$ cat src/rtl/tpc_pkg.sv
// Purpose: Shared types and constants for transmit FIFO clock selection
// Assumes: One transceiver block of four channels per instance
// Notes: Clock sources are encoded selections, not clock nets

package tpc_pkg;

    // Channels in one transceiver block
    localparam int NUM_CH = 4;
    // Channel whose parallel output clock serves the upper pair
    localparam int PAIR_HI_CH = 2;
    // Write/read tick balance counter width and overflow limit
    localparam int BAL_W = 8;
    localparam logic signed [7:0] BAL_LIMIT = 8'sh10;
    localparam logic signed [7:0] BAL_ZERO = 8'sh00;
    localparam logic signed [7:0] BAL_ONE = 8'sh01;

    // Channel arrangement
    typedef enum logic [1:0] {
        MODE_NONBONDED,
        MODE_X4,
        MODE_X8
    } tpc_mode_type;

    // Where a FIFO port takes its clock from
    typedef enum logic [2:0] {
        SRC_OWN_PAR_OUT,
        SRC_CH0_PAR_OUT,
        SRC_CH2_PAR_OUT,
        SRC_BONDED_CORE,
        SRC_MASTER_BONDED_CORE,
        SRC_USER_INPUT
    } tpc_src_type;

    // Static channel configuration seen by the block
    typedef struct packed {
        tpc_mode_type mode;
        logic all_ident;
        logic pair_ident;
        logic [NUM_CH-1:0] user_wr;
    } tpc_cfg_type;

    // Per-channel selection result
    typedef struct packed {
        tpc_src_type wr;
        tpc_src_type rd;
        tpc_src_type fab;
    } tpc_sel_type;

endpackage

$ cat src/rtl/tpc_clk_sel.sv
// Purpose: Picks write, read and fabric clock sources per TX FIFO
// Assumes: Config and tick pins are asynchronous to clk_i
// Notes: Tick balance monitor flags a nonzero write/read offset while any user write clock is enabled
//
// Behaviour
// - Non-bonded pairs 0/1 and 2/3 write on channel 0 and channel 2 clocks when only pair_ident is set.
// - In x4 bonding all four writes and the fabric use the bonded clock.
// - In x8 bonding all writes and the fabric use the master bonded clock.
// - Automatic selection shares a write clock across blocks only in x8 bonding.
// - An enabled user write clock input overrides automatic selection.
// - Non-bonded reads use the channel's own parallel output clock.
// - x4 bonded reads use this block's bonded core clock.
// - x8 bonded reads use the master block's bonded core clock.
`timescale 1ns/1ps

module tpc_clk_sel (
    input wire logic clk_i,
    input wire logic nrst_i,
    input wire tpc_pkg::tpc_cfg_type cfg_i,
    input wire logic wr_tick_i,
    input wire logic rd_tick_i,
    output tpc_pkg::tpc_sel_type [tpc_pkg::NUM_CH-1:0] sel_o,
    output logic offset_err_o
);

    tpc_pkg::tpc_cfg_type cfg_m_q;
    tpc_pkg::tpc_cfg_type cfg_q;
    tpc_pkg::tpc_sel_type [tpc_pkg::NUM_CH-1:0] sel_d;
    tpc_pkg::tpc_sel_type [tpc_pkg::NUM_CH-1:0] sel_q;
    logic [2:0] wr_sync_q;
    logic [2:0] wr_sync_d;
    logic [2:0] rd_sync_q;
    logic [2:0] rd_sync_d;
    logic signed [tpc_pkg::BAL_W-1:0] bal_q;
    logic signed [tpc_pkg::BAL_W-1:0] bal_d;
    logic err_q;
    logic err_d;
    logic wr_edge;
    logic rd_edge;
    logic any_user;

    // Config pins: two-stage synchroniser, second stage feeds logic
    always_ff @(posedge clk_i or negedge nrst_i) begin
        if (!nrst_i) begin
            cfg_m_q <= '0;
            cfg_q <= '0;
        end else begin
            cfg_m_q <= cfg_i;
            cfg_q <= cfg_m_q;
        end
    end

    // Per-channel source choice, one copy per channel
    for (genvar ch = 0; ch < tpc_pkg::NUM_CH; ch++) begin : g_ch
        always_comb begin
            sel_d[ch].wr = tpc_pkg::SRC_OWN_PAR_OUT;
            sel_d[ch].rd = tpc_pkg::SRC_OWN_PAR_OUT;
            case (cfg_q.mode)
                tpc_pkg::MODE_X4: begin
                    sel_d[ch].wr = tpc_pkg::SRC_BONDED_CORE;
                    sel_d[ch].rd = tpc_pkg::SRC_BONDED_CORE;
                end
                tpc_pkg::MODE_X8: begin
                    sel_d[ch].wr = tpc_pkg::SRC_MASTER_BONDED_CORE;
                    sel_d[ch].rd = tpc_pkg::SRC_MASTER_BONDED_CORE;
                end
                tpc_pkg::MODE_NONBONDED: begin
                    // Only local own, channel 0 or channel 2 clocks, never another block's
                    if (cfg_q.all_ident) begin
                        sel_d[ch].wr = tpc_pkg::SRC_CH0_PAR_OUT;
                    end else if (cfg_q.pair_ident) begin
                        if (ch < tpc_pkg::PAIR_HI_CH) begin
                            sel_d[ch].wr = tpc_pkg::SRC_CH0_PAR_OUT;
                        end else begin
                            sel_d[ch].wr = tpc_pkg::SRC_CH2_PAR_OUT;
                        end
                    end
                end
                default: begin
                    sel_d[ch].wr = tpc_pkg::SRC_OWN_PAR_OUT;
                    sel_d[ch].rd = tpc_pkg::SRC_OWN_PAR_OUT;
                end
            endcase
            // User input wins over any automatic choice
            if (cfg_q.user_wr[ch]) begin
                sel_d[ch].wr = tpc_pkg::SRC_USER_INPUT;
            end
            // Fabric logic follows the write clock of its channel
            sel_d[ch].fab = sel_d[ch].wr;
        end
    end

    // Selection register, outputs come straight from it
    always_ff @(posedge clk_i or negedge nrst_i) begin
        if (!nrst_i) begin
            sel_q <= '0;
        end else begin
            sel_q <= sel_d;
        end
    end

    assign sel_o = sel_q;

    // Tick edges: third stage only for edge detection, not stage one
    always_comb begin
        wr_sync_d = {wr_sync_q[1:0], wr_tick_i};
        rd_sync_d = {rd_sync_q[1:0], rd_tick_i};
        wr_edge = wr_sync_q[1] & ~wr_sync_q[2];
        rd_edge = rd_sync_q[1] & ~rd_sync_q[2];
        any_user = |cfg_q.user_wr;
    end

    // Balance of write vs read ticks; drift means a nonzero offset
    always_comb begin
        bal_d = bal_q;
        err_d = err_q;
        if (!any_user) begin
            bal_d = tpc_pkg::BAL_ZERO;
        end else if (wr_edge && !rd_edge) begin
            bal_d = bal_q + tpc_pkg::BAL_ONE;
        end else if (rd_edge && !wr_edge) begin
            bal_d = bal_q - tpc_pkg::BAL_ONE;
        end
        // Sticky until reset: a slip has already corrupted data
        if (bal_q >= tpc_pkg::BAL_LIMIT || bal_q <= -tpc_pkg::BAL_LIMIT) begin
            err_d = 1'b1;
        end
    end

    always_ff @(posedge clk_i or negedge nrst_i) begin
        if (!nrst_i) begin
            wr_sync_q <= '0;
            rd_sync_q <= '0;
            bal_q <= '0;
            err_q <= 1'b0;
        end else begin
            wr_sync_q <= wr_sync_d;
            rd_sync_q <= rd_sync_d;
            bal_q <= bal_d;
            err_q <= err_d;
        end
    end

    assign offset_err_o = err_q;

    // Checks on the selection outputs and the offset flag
    a_pair_lo_write: assert property (
        @(posedge clk_i) disable iff (!nrst_i)
        (cfg_q.mode == tpc_pkg::MODE_NONBONDED && !cfg_q.all_ident
         && cfg_q.pair_ident && !cfg_q.user_wr[1])
        |=> sel_o[1].wr == tpc_pkg::SRC_CH0_PAR_OUT
    ) else $error("pair low channel not on channel 0 clock");

    a_pair_hi_write: assert property (
        @(posedge clk_i) disable iff (!nrst_i)
        (cfg_q.mode == tpc_pkg::MODE_NONBONDED && !cfg_q.all_ident
         && cfg_q.pair_ident && !cfg_q.user_wr[3])
        |=> sel_o[3].wr == tpc_pkg::SRC_CH2_PAR_OUT
    ) else $error("pair high channel not on channel 2 clock");

    a_x4_write_fab: assert property (
        @(posedge clk_i) disable iff (!nrst_i)
        (cfg_q.mode == tpc_pkg::MODE_X4 && !cfg_q.user_wr[2])
        |=> (sel_o[2].wr == tpc_pkg::SRC_BONDED_CORE
             && sel_o[2].fab == sel_o[2].wr)
    ) else $error("x4 write or fabric clock wrong");

    a_x8_write_fab: assert property (
        @(posedge clk_i) disable iff (!nrst_i)
        (cfg_q.mode == tpc_pkg::MODE_X8 && !cfg_q.user_wr[0])
        |=> (sel_o[0].wr == tpc_pkg::SRC_MASTER_BONDED_CORE
             && sel_o[0].fab == tpc_pkg::SRC_MASTER_BONDED_CORE)
    ) else $error("x8 write or fabric clock wrong");

    a_all_ident_local: assert property (
        @(posedge clk_i) disable iff (!nrst_i)
        (cfg_q.mode == tpc_pkg::MODE_NONBONDED && cfg_q.all_ident
         && !cfg_q.user_wr[3])
        |=> sel_o[3].wr == tpc_pkg::SRC_CH0_PAR_OUT
    ) else $error("identical channels not on local channel 0 clock");

    a_user_override: assert property (
        @(posedge clk_i) disable iff (!nrst_i)
        cfg_q.user_wr[1] [*2]
        |=> (sel_o[1].wr == tpc_pkg::SRC_USER_INPUT
             && $past(sel_o[1].wr) == tpc_pkg::SRC_USER_INPUT)
    ) else $error("user write clock not selected");

    a_nb_read_own: assert property (
        @(posedge clk_i) disable iff (!nrst_i)
        cfg_q.mode == tpc_pkg::MODE_NONBONDED
        |=> sel_o[2].rd == tpc_pkg::SRC_OWN_PAR_OUT
    ) else $error("non-bonded read clock not own");

    a_x4_read: assert property (
        @(posedge clk_i) disable iff (!nrst_i)
        cfg_q.mode == tpc_pkg::MODE_X4
        |=> sel_o[3].rd == tpc_pkg::SRC_BONDED_CORE
    ) else $error("x4 read clock wrong");

    a_x8_read: assert property (
        @(posedge clk_i) disable iff (!nrst_i)
        cfg_q.mode == tpc_pkg::MODE_X8
        |=> sel_o[1].rd == tpc_pkg::SRC_MASTER_BONDED_CORE
    ) else $error("x8 read clock wrong");

    a_offset_flag: assert property (
        @(posedge clk_i) disable iff (!nrst_i)
        (bal_q >= tpc_pkg::BAL_LIMIT) |=> offset_err_o
    ) else $error("offset error not raised");

    // Read side running fast must be caught as well
    a_offset_neg_flag: assert property (
        @(posedge clk_i) disable iff (!nrst_i)
        (bal_q <= -tpc_pkg::BAL_LIMIT) |=> offset_err_o
    ) else $error("negative offset error not raised");

    a_err_sticky: assert property (
        @(posedge clk_i) disable iff (!nrst_i)
        offset_err_o |=> offset_err_o
    ) else $error("offset error dropped before reset");

    // Without a user clock the balance must not drift into a false flag
    a_idle_balance_zero: assert property (
        @(posedge clk_i) disable iff (!nrst_i)
        !any_user |=> bal_q == tpc_pkg::BAL_ZERO
    ) else $error("balance moved with no user write clock");

endmodule

$ cat config.mk
export PLATFORM = sky130hd
export DESIGN_NAME = tpc_clk_sel
export DESIGN_NICKNAME = d
export VERILOG_FILES = /design/src/rtl/tpc_pkg.sv /design/src/rtl/tpc_clk_sel.sv
export SDC_FILE = /design/constraint.sdc
export NUM_CORES = 1
export LEC_CHECK = 0
export ABC_AREA = 1
export BUFFER_PORTS_ARGS = -buffer_cell sky130_fd_sc_hd__buf_2
export CAP_MARGIN = 20
export CELL_PAD_IN_SITES_DETAIL_PLACEMENT = 0
export CELL_PAD_IN_SITES_GLOBAL_PLACEMENT = 1
export CORE_ASPECT_RATIO = 0.8
export CORE_MARGIN = 10
export CORE_UTILIZATION = 42
export DETAILED_ROUTE_END_ITERATION = 10
export PLACE_DENSITY_LB_ADDON = 0.1
export SKIP_LAST_GASP = 1
export SLEW_MARGIN = 20
export SYNTH_ARGS = -nofsm -noshare
export SYNTH_HDL_FRONTEND = slang
export SYNTH_SLANG_ARGS = --single-unit
$ cat constraint.sdc
create_clock -name clk_i -period 3.3 [get_ports clk_i]
set_input_delay 0.33 -clock clk_i [delete_from_list [all_inputs] [get_ports clk_i]]
set_output_delay 0.33 -clock clk_i [all_outputs]
set_load 0.005 [all_outputs]
==> out/results.txt, run 1 <==
post_cts resized - 0
I/O pin cnt - 49
Post-synth top flop - dfrtp_1
Top delay family on crit path - simple AND/OR/NAND/NOR gates
initial antenna violation count - 0
fill count - 428
Cells after Synth - 189
Avg WL per Cell - 13.0 um
combinational share of power - 30.2%
row count - 21
CTS Sinks - 45
DR vias/cell - 4.37
slowest cell on the critical path - dfrtp_1
layout cells sized above 1 - 28.8%
Max rail drop VDD - 0.289 mV
fin crit share - 53.2%
Worst Hold Slack - 0.150 ns
Flop pwr share - 47.2%
worst min-delay path category - input pin to flip-flop
vias - 1219
Post-synth EDFFs - 0
clock slew at reported path FFs - 0.08 ns
Arr. time, crit path - 1.93 ns
die area - 0.00771 mm2
first-pass GRT wire length - 6100 um
Die Wd - 95.7 um
largest fanout on the critical path - 9
CP Cell Sequence - nor2_4 -> nand2_4 -> ha_1 -> nand2_1 -> nand2_1 -> a21oi_1 -> nand3_1 -> nand3_1 -> nand2_1
Most common cell on crit path - nand2_1
RSZ-0062 raised after global routing - no
Power per Cell Area - 670 mW/mm2
Slew headroom - 38.1%
Worst Path Required - 3.48 ns
DP HPWL - 2960 um
P_leak - 0.00117 uW
Post-CTS Hold Buffers - 0
total negative slack - 0 ns
Netlist cell types - 23
vias in the first global route - 1224
Clock power frac - 22.6%
Placer Congestion - 0.845
syn nets - 208
CTS tree - yes
Power Total - 1450 uW
Final Hold Viols - 0
Yosys top cell by area - dfrtp_1
core area - 0.00431 mm2
endpoint class of the critical path - flip-flop
H-tree levels - 2
Avg Inst Size Synth - 10.2 um2
Starting Density - 44.7%
Util after Layout - 50.1%
clk_lat worst skew - 0.28 ns
top cell type's share of synthesized area - 58.5%
f_max - 570 MHz
Post-synth top cells - dfrtp_1 (45), nand2_1 (42), inv_1 (25), buf_4 (22), nand3_1 (11)
run status - finished clean
Layout area overhead - 12.1%
Initial DRT Pass Iterations - 4
Post-Synthesis Cell Area - 0.00193 mm2
clock root buffer - clkbuf_8
largest net degree at the start of global routing - 46
Clock Tree Buf Depth - 2
antenna diode count - 0
Worst Path Buf+Inv - 0
Seq/Total Area, Yosys - 58.5%
Tmin final - 1.76 ns
most numerous cell in the Yosys netlist - dfrtp_1
Synth area leaders - dfrtp_1 (58%), buf_4 (8.6%), nand2_1 (8.2%)
Setup CP Type - flip-flop to flip-flop
Worst Skew - 0.00465 ns
GRT Residual Overflow - 0
YS warnings - 0
Slew @ Worst Pin - 0.928 ns
Port-buffer cells - 48
antenna viol nets, final - 0
# DRC - 0
Setup Buffers After CTS - 0
Yosys reg bits - 45
Setup violations, final - 0
ys async rst share - 100%
sw frac - 33.2%
Net Sw Power - 480 uW
CTS buffer count - 5
Initial DRC Count - 57
nets@finish - 241
Worst Setup Start Kind - flip-flop
Chip Height - 80.6 um
max-slew violation count - 0
CP max stage delay - 0.41 ns
Int Pwr - 965 uW
Total Routing Usage GR - 10.1%
total wire length - 3630 um
Max-Cap Viols - 0
path summary, 6_finish.rpt:
| check | cells past startpoint | endpoint | from | slack, ns |
|---|---|---|---|---|
| max | 9 | bal_q[7]$_DFFE_PN0P_ | wr_sync_q[2]$_DFF_PN0_ | 1.54 |
| min | 1 | cfg_m_q[5]$_DFF_PN0_ | cfg_i[5] | 0.15 |
| max reg2reg | 9 | bal_q[7]$_DFFE_PN0P_ | wr_sync_q[2]$_DFF_PN0_ | 1.54 |
| min reg2reg | 0 | cfg_q[1]$_DFF_PN0_ | cfg_m_q[1]$_DFF_PN0_ | 0.35 |
| max in group asynchronous | 1 | cfg_q[0]$_DFF_PN0_ | nrst_i | 2.54 |
| min in group asynchronous | 1 | cfg_m_q[6]$_DFF_PN0_ | nrst_i | 0.18 |
area by class of cell:
| class | count | area [um2] | share of cell area (%) |
|---|---|---|---|
| clock buffer | 7 | 86.3 | 4.00 |
| sequential | 45 | 1130 | 52.2 |
| inverter | 27 | 104 | 4.81 |
| multi-input combinational | 95 | 531 | 24.6 |
| timing repair buffer | 48 | 240 | 11.1 |
| tap | 57 | 71.3 | 3.30 |
layout by cell type (no fill, tap or decap), types with 2 or more instances in the layout:
cell type,Yosys,layout
ha_1,6,6
inv_1,25,25
dfrtp_1,45,45
nand3_1,11,11
nor2_1,10,10
clkbuf_8,0,6
nand2_1,42,42
nand2_4,3,3
buf_2,0,48
a21oi_1,3,3
o21ai_0,6,6
nand3b_1,2,2
nand4_1,2,2
nor2_4,2,2
power groups by stage:
stage | Combinational [uW] | Clock (uW) | Sequential (uW)
global placement | 436 | 0 | 693
floorplan | 348 | 0 | 673
detailed placement | 439 | 0 | 692
finish | 437 | 326 | 682
CTS | 441 | 336 | 682
global route | 518 | 367 | 694
sequential cells by signal, summed over array words and instances (netlist names):
register	flops
rd_sync_q	3
wr_sync_q	3
cfg_q	8
cfg_m_q	8
sel_o	14
bal_q	8
offset_err_o	1
layer usage:
layer / vias up / global-route usage, % / part of all wire, % / routed length [um]
met5: - / 0 / 0 / 0
li1: 624 / - / - / -
met1: 558 / 13.8 / 49 / 1780
met2: 35 / 14.5 / 40 / 1470
met4: 0 / 2.21 / 0.50 / 18
met3: 2 / 4.09 / 10 / 368
worst register-to-register path, cell delays in order (launching register included):
cell	delay [ns]
dfrtp_1	0.41
nor2_4	0.14
nand2_4	0.11
ha_1	0.36
nand2_1	0.09
nand2_1	0.06
a21oi_1	0.19
nand3_1	0.12
nand3_1	0.12
nand2_1	0.05
logic make-up after synthesis:
kind of cell	Yosys count	share of synthesized area (%)
buf+inv	49	14.0
simple gates	75	18.5
xor+xnor	2	0.910
compound gates	11	3.18
flops	45	58.5
fa+ha+maj	7	4.94
per-stage QoR:
stage                     std cells  cell area (um2)  worst slack [ns]
final                           279             2160              1.54
after floorplan                 189             1930              1.67
after global placement          272             2070              1.60
after global routing            279             2160              1.31
after CTS                       279             2160              1.54
after detailed placement        272             2070              1.54
Power figures use the tool's default switching activity.
==> inputs of run 2 (changes only) <==
--- a/config.mk
+++ b/config.mk
@@ -5,14 +5,14 @@
 export SDC_FILE = /design/constraint.sdc
 export NUM_CORES = 1
 export LEC_CHECK = 0
-export ABC_AREA = 1
+export ABC_AREA = 0
 export BUFFER_PORTS_ARGS = -buffer_cell sky130_fd_sc_hd__buf_2
 export CAP_MARGIN = 20
 export CELL_PAD_IN_SITES_DETAIL_PLACEMENT = 0
 export CELL_PAD_IN_SITES_GLOBAL_PLACEMENT = 1
 export CORE_ASPECT_RATIO = 0.8
 export CORE_MARGIN = 10
-export CORE_UTILIZATION = 42
+export CORE_UTILIZATION = 37
 export DETAILED_ROUTE_END_ITERATION = 10
 export PLACE_DENSITY_LB_ADDON = 0.1
 export SKIP_LAST_GASP = 1
==> constraint.sdc (replaced) <==
create_clock -name clk_i -period 1.4 [get_ports clk_i]
set_input_delay 0.14 -clock clk_i [delete_from_list [all_inputs] [get_ports clk_i]]
set_output_delay 0.14 -clock clk_i [all_outputs]
set_load 0.005 [all_outputs]
==> run 2 against run 1 <==
  * The run now ends with setup timing left
  * Clock skew rose by 0.0030 ns
  * Die area rose by 9.5%
  * Combinational power rose to 4.1 times the previous value
  * Global-route usage rose by 0.41 points
  * Maximum frequency fell by 18%
  * Sequential power rose by 140%
  * Worst setup slack got worse by 2.3 ns
  * Synthesized cell count fell by 16%
  * First-iteration DRC count fell by 46%
  * Utilization rose by 3.3 points
  * Non-clock buffer count rose by 48
  * Critical path depth fell by 1
  * Critical path type unchanged
  * Highest routed layer unchanged
==> out/results.txt, run 2 <==
run status - finished, violations left (was finished clean)
failing checks - setup timing
Power per Cell Area - 1550 mW/mm2 (was 670 mW/mm2)
dpl cell area - 0.00238 mm2 (was 0.00207 mm2)
Max rail drop VDD - 0.668 mV (was 0.289 mV)
Post-synth EDFFs - 0 (unchanged)
largest fanout on the critical path - 7 (was 9)
total wire length - 4180 um (was 3630 um)
worst min-delay path category - input pin to asynchronous set/reset pin (was input pin to flip-flop)
clk_lat worst skew - 0.29 ns (was 0.28 ns)
Seq/Total Area, Yosys - 59.1% (was 58.5%)
antenna viol nets, final - 0 (unchanged)
initial antenna violation count - 0 (unchanged)
Worst R2R Start - wr_sync_q[2]$_DFF_PN0_ (unchanged)
# DRC - 0 (unchanged)
Slew headroom - 73.3% (was 38.1%)
most common cell after layout, fill and taps aside - buf_2 (unchanged)
Starting Density - 38.1% (was 44.7%)
Post-Synthesis Cell Area - 0.00191 mm2 (was 0.00193 mm2)
Final Hold Viols - 0 (unchanged)
Die Wd - 100 um (was 95.7 um)
Initial DRC Count - 31 (was 57)
Setup violations, final - 8 (was 0)
Netlist cell types - 36 (was 23)
nets@finish - 258 (was 241)
Yosys top cell by area - dfrtp_1 (unchanged)
largest net degree at the start of global routing - 30 (was 46)
most numerous cell in the Yosys netlist - dfrtp_1 (unchanged)
Placer Congestion - 0.793 (was 0.845)
Worst Setup Start Kind - flip-flop (unchanged)
Port-buffer cells - 48 (unchanged)
die area - 0.00844 mm2 (was 0.00771 mm2)
top cell type's share of synthesized area - 59.1% (was 58.5%)
H-tree levels - 2 (unchanged)
Avg WL per Cell - 13.8 um (was 13.0 um)
core area - 0.00501 mm2 (was 0.00431 mm2)
P_leak - 0.00131 uW (was 0.00117 uW)
Post-synth top cells - dfrtp_1 (45), buf_4 (22), nor2_1 (14), nand2b_1 (7) (was dfrtp_1 (45), nand2_1 (42), inv_1 (25), buf_4 (22), nand3_1 (11))
Arr. time, crit path - 2.33 ns (was 1.93 ns)
first-pass GRT wire length - 7310 um (was 6100 um)
Clock Tree Buf Depth - 2 (unchanged)
Synth area leaders - dfrtp_1 (59%), buf_4 (8.7%), ha_1 (3.9%) (was dfrtp_1 (58%), buf_4 (8.6%), nand2_1 (8.2%))
Worst Skew - 0.00769 ns (was 0.00465 ns)
syn nets - 178 (was 208)
CTS buffer count - 5 (unchanged)
max-slew violation count - 0 (unchanged)
antenna diode count - 0 (unchanged)
endpoint class of the critical path - flip-flop (unchanged)
DR vias/cell - 4.56 (was 4.37)
CTS tree - yes (unchanged)
fin crit share - 153% (was 53.2%)
YS warnings - 0 (unchanged)
vias - 1378 (was 1219)
max reg flops - 14 (unchanged)
CP startpoint - wr_sync_q[2]$_DFF_PN0_ (unchanged)
clock root buffer - clkbuf_8 (unchanged)
I/O pin cnt - 49 (unchanged)
row count - 23 (was 21)
CTS Sinks - 45 (unchanged)
ys async rst share - 100% (unchanged)
f_max - 466 MHz (was 570 MHz)
Worst Path Required - 1.59 ns (was 3.48 ns)
DP Worst Slack - -0.764 ns (was 1.54 ns)
clock slew at reported path FFs - 0.08 ns (about the same)
final worst slack - -0.747 ns (was 1.54 ns)
Chip Height - 84.2 um (was 80.6 um)
DP HPWL - 3310 um (was 2960 um)
Layout area overhead - 40.4% (was 12.1%)
Avg Inst Size Synth - 12.0 um2 (was 10.2 um2)
vias in the first global route - 1505 (was 1224)
fin area - 0.00268 mm2 (was 0.00216 mm2)
Slew @ Worst Pin - 0.400 ns (was 0.928 ns)
GRT Residual Overflow - 0 (unchanged)
layout cells sized above 1 - 47.5% (was 28.8%)
Post-synth top flop - dfrtp_1 (unchanged)
Tmin final - 2.15 ns (was 1.76 ns)
RSZ-0062 raised after global routing - yes (was no)
Cells after Synth - 159 (was 189)
Setup CP Type - flip-flop to flip-flop (unchanged)
commonest cells after routing, fill and taps aside - buf_2 (48), dfrtp_1 (45), buf_4 (31) (was buf_2 (48), dfrtp_1 (45), nand2_1 (42))
Yosys reg bits - 45 (unchanged)
Initial DRT Pass Iterations - 4 (unchanged)
Total Routing Usage GR - 10.5% (was 10.1%)
Max-Cap Viols - 0 (unchanged)
## run 2: cell families after synthesis
group	share of synthesized area (%)
compound gates	8.80
xor+xnor	0.919
fa+ha+maj	4.99
buf+inv	9.91
flops	59.1
mux	1.31
simple gates	15.0
## run 2: routing by layer
layer  GRT usage (%)  vias up  routed length (um)  share of wire, %
met5               0        -                   0                 0
met4            3.08        0                  32              0.77
met3            4.67        5                 386               9.2
met2            15.2       44                1790                43
met1            13.7      650                1970                47
li1                -      679                   -                 -
## run 2: repair_timing
action / 4_1_cts / 5_1_grt
hold buffers: 11 / 0
setup endpoints to repair: 8 / 8
gates resized for setup: 8 / 5
hold endpoints to repair: 26 / 0
setup buffers: 3 / 3
pin swaps: 10 / 11
## run 2: final timing paths
kind,slack [ns],cells after the start,to
setup reg to reg,-0.75,8,bal_q[7]$_DFFE_PN0P_
max in group asynchronous,0.62,3,cfg_q[0]$_DFF_PN0_
setup / recovery,-0.75,8,bal_q[7]$_DFFE_PN0P_
hold reg to reg,0.35,0,cfg_q[7]$_DFF_PN0_
hold / removal,0.30,2,bal_q[7]$_DFFE_PN0P_
min in group clk_i,0.35,0,cfg_q[7]$_DFF_PN0_
## run 2: where the power goes
group	internal [uW]	total, uW	switching [uW]
Combinational	1020	1780	761
Sequential	1460	1620	163
Clock	344	761	417
## run 2: area by class of cell
cell class	count	area [um2]
repair buffers	96	659
well taps	62	77.6
fillers	444	2330
inverters	5	18.8
clock inverters	3	17.5
clock buffers	5	68.8
multi-input cells	86	707
flip-flops and latches	45	1130
## run 2: critical path: stages (launching register included)
cell and delay [ns]:
dfrtp_1 0.40, nor2b_4 0.14, nand2_4 0.11, buf_4 0.16
ha_4 0.22, and3_1 0.19, a221oi_2 0.26, mux2i_1 0.26
mux2_4 0.31
## run 2: through the flow
step           instances  total power (uW)  setup TNS [ns]  utilization [%]  hold WS [ns]
2_1_floorplan        159              2550           -2.23                -        -0.156
3_3_place_gp         278              3140           -3.39             47.6        0.0899
3_5_place_dp         278              3190           -3.67             47.6        0.0898
4_1_cts              300              4140           -3.30             52.6         0.316
5_1_grt              302              4490           -4.20             53.4         0.352
6_report             302              4160           -3.20             53.4         0.303
==> inputs of run 3 (changes only) <==
--- a/config.mk
+++ b/config.mk
@@ -15,6 +15,7 @@
 export CORE_UTILIZATION = 37
 export DETAILED_ROUTE_END_ITERATION = 10
 export PLACE_DENSITY_LB_ADDON = 0.1
+export RECOVER_POWER = 50
 export SKIP_LAST_GASP = 1
 export SLEW_MARGIN = 20
 export SYNTH_ARGS = -nofsm -noshare
==> run 3 against run 2 <==
  * The flow still finishes with violations (setup timing)
  * Hold slack improved by 0.049 ns
  * Clock skew about the same
  * Critical path depth unchanged
  * Via count grew 0.58%
  * Count of clock-buffer cells in the layout is the same
  * Wire length hardly changed
  * Power is essentially flat
  * Final cell count did not move
  * Register-to-register slack hardly changed
==> out/results.txt, run 3 (synthesis results as in run 2) <==
core area - 0.00501 mm2 (unchanged)
Setup violations, final - 8 (unchanged)
clock root buffer - clkbuf_8 (unchanged)
Initial DRT Pass Iterations - 4 (unchanged)
nets@finish - 258 (unchanged)
DR vias/cell - 4.59 (was 4.56)
Worst Hold Path Cells - 0
Hold Crit Start - cfg_m_q[7]$_DFF_PN0_
initial antenna violation count - 0 (unchanged)
slowest cell on the critical path - dfrtp_1 (unchanged)
die area - 0.00844 mm2 (unchanged)
row count - 23 (unchanged)
max-slew violation count - 0 (unchanged)
run status - finished, violations left (unchanged)
placed cell count - 278 (unchanged)
endpoint class of the critical path - flip-flop (unchanged)
Power per Cell Area - 1560 mW/mm2 (was 1550 mW/mm2)
fill count - 446 (was 444)
I/O pin cnt - 49 (unchanged)
Slew headroom - 38.0% (was 73.3%)
Arr. time, crit path - 2.33 ns (about the same)
Placer Congestion - 0.793 (unchanged)
antenna viol nets, final - 0 (unchanged)
R2R setup slack - -0.75 ns (about the same)
Tmin final - 2.15 ns (about the same)
clock slew at reported path FFs - 0.08 ns (about the same)
GRT Residual Overflow - 0 (unchanged)
final cell count without fillers - 302 (unchanged)
CP max stage delay - 0.40 ns (about the same)
Max-Cap Viols - 0 (unchanged)
Util after Layout - 53.3% (was 53.4%)
Port-buffer cells - 48 (unchanged)
Final Hold Viols - 0 (unchanged)
layout cells sized above 1 - 47.1% (was 47.5%)
vias in the first global route - 1505 (unchanged)
CTS buffer count - 5 (unchanged)
Clock Tree Buf Depth - 2 (unchanged)
Slew @ Worst Pin - 0.930 ns (was 0.400 ns)
CP Cell Sequence - nor2b_4 -> nand2_4 -> buf_4 -> ha_4 -> and3_1 -> a221oi_2 -> mux2i_1 -> mux2_4 (unchanged)
clk_lat worst skew - 0.29 ns (about the same)
Layout area overhead - 40.1% (was 40.4%)
Die Wd - 100 um (unchanged)
Max rail drop VDD - 0.668 mV (about the same)
f_max - 465 MHz (was 466 MHz)
r2r worst-path depth - 8 (unchanged)
total wire length - 4180 um (about the same)
Worst Skew - 0.00758 ns (was 0.00769 ns)
# DRC - 0 (unchanged)
worst min-delay path category - flip-flop to flip-flop (was input pin to asynchronous set/reset pin)
RSZ-0062 raised after global routing - yes (unchanged)
Power Total - 4160 uW (about the same)
Hold Path End - cfg_q[7]$_DFF_PN0_
DP HPWL - 3310 um (unchanged)
final worst slack - -0.749 ns (was -0.747 ns)
Total Routing Usage GR - 10.5% (unchanged)
max reg flops - 14 (unchanged)
Worst Path Required - 1.59 ns (about the same)
fin crit share - 153% (about the same)
vias - 1386 (was 1378)
largest fanout on the critical path - 7 (unchanged)
reg2reg end - bal_q[7]$_DFFE_PN0P_ (unchanged)
first-pass GRT wire length - 7310 um (unchanged)
P_leak - 0.00130 uW (was 0.00131 uW)
commonest cells after routing, fill and taps aside - buf_2 (47), dfrtp_1 (45), buf_4 (31) (was buf_2 (48), dfrtp_1 (45), buf_4 (31))
failing checks - setup timing (unchanged)
Worst Setup Start Kind - flip-flop (unchanged)
Chip Height - 84.2 um (unchanged)
CTS Sinks - 45 (unchanged)
Initial DRC Count - 31 (unchanged)
H-tree levels - 2 (unchanged)
Starting Density - 38.1% (unchanged)
Setup CP Type - flip-flop to flip-flop (unchanged)
most common cell after layout, fill and taps aside - buf_2 (unchanged)
Worst R2R Start - wr_sync_q[2]$_DFF_PN0_ (unchanged)
CTS tree - yes (unchanged)
Avg WL per Cell - 13.8 um (about the same)
largest net degree at the start of global routing - 30 (unchanged)
antenna diode count - 0 (unchanged)
==> run 3: changes by cell type in the layout (fill, tap and decap cells not counted) <==
cell	before	now
clkbuf_1	0	1
buf_2	48	47
buf_8	0	1
buf_12	1	0
==> run 3: worst max-delay path: cells and delay by family (launching register included) <==
family	cells	cell delay, ns
simple gates	3	0.44
buf+inv	1	0.16
compound gates	1	0.26
mux	2	0.57
fa+ha+maj	1	0.22
flops	1	0.40
==> run 3: how the worst max path moves through the flow <==
stage / start / slack, ns / cells past startpoint / to
after floorplan: wr_sync_q[2]$_DFF_PN0_ / -0.67 / 7 / bal_q[7]$_DFFE_PN0P_
after global placement: wr_sync_q[2]$_DFF_PN0_ / -0.71 / 8 / bal_q[7]$_DFFE_PN0P_
after detailed placement: wr_sync_q[2]$_DFF_PN0_ / -0.76 / 8 / bal_q[7]$_DFFE_PN0P_
after CTS: wr_sync_q[2]$_DFF_PN0_ / -0.77 / 8 / bal_q[7]$_DFFE_PN0P_
after global routing: wr_sync_q[2]$_DFF_PN0_ / -0.85 / 8 / bal_q[7]$_DFFE_PN0P_
final: wr_sync_q[2]$_DFF_PN0_ / -0.75 / 8 / bal_q[7]$_DFFE_PN0P_
==> run 3: power by group <==
group          leakage [uW]  internal [uW]  switching (uW)
clock             0.0000439            344             417
combinational      0.000731           1010             762
sequential         0.000528           1460             163
total               0.00130           2820            1340
==> run 3: layer usage <==
metal	vias to the layer above	wire length [um]	track usage (%)
li1	679	-	-
met1	654	1960	13.7
met2	48	1790	15.2
met3	5	392	4.67
met4	0	32	3.08
met5	-	0	0
==> run 3: metrics by stage <==
stage	instance area, um2	hold WS (ns)	setup slack (ns)	TNS [ns]
final	2670	0.352	-0.749	-3.21
after global routing	2670	0.360	-0.846	-4.82
after CTS	2630	0.316	-0.767	-3.30
after detailed placement	2380	0.0898	-0.764	-3.67
after global placement	2380	0.0899	-0.712	-3.39
after floorplan	1980	-0.156	-0.666	-2.23
==> run 3: final cells by class <==
class                           instances  area, um2  area share (%)
Clock buffer                            5       68.8            2.58
Clock inverter                          3       17.5           0.656
Inverter                                5       18.8           0.703
Multi-Input combinational cell         86        707            26.5
Sequential cell                        45       1130            42.2
Tap cell                               62       77.6            2.91
Timing Repair Buffer                   96        653            24.5
==> run 3: what timing repair did <==
item | in CTS | in global routing
gates cloned | 0 | 0
setup endpoints to repair | 8 | 8
gates resized for setup | 8 | 5
endpoints found under the hold margin | 26 | 0
pin swaps | 10 | 11
setup buffers | 3 | 3
hold buffers | 11 | 0
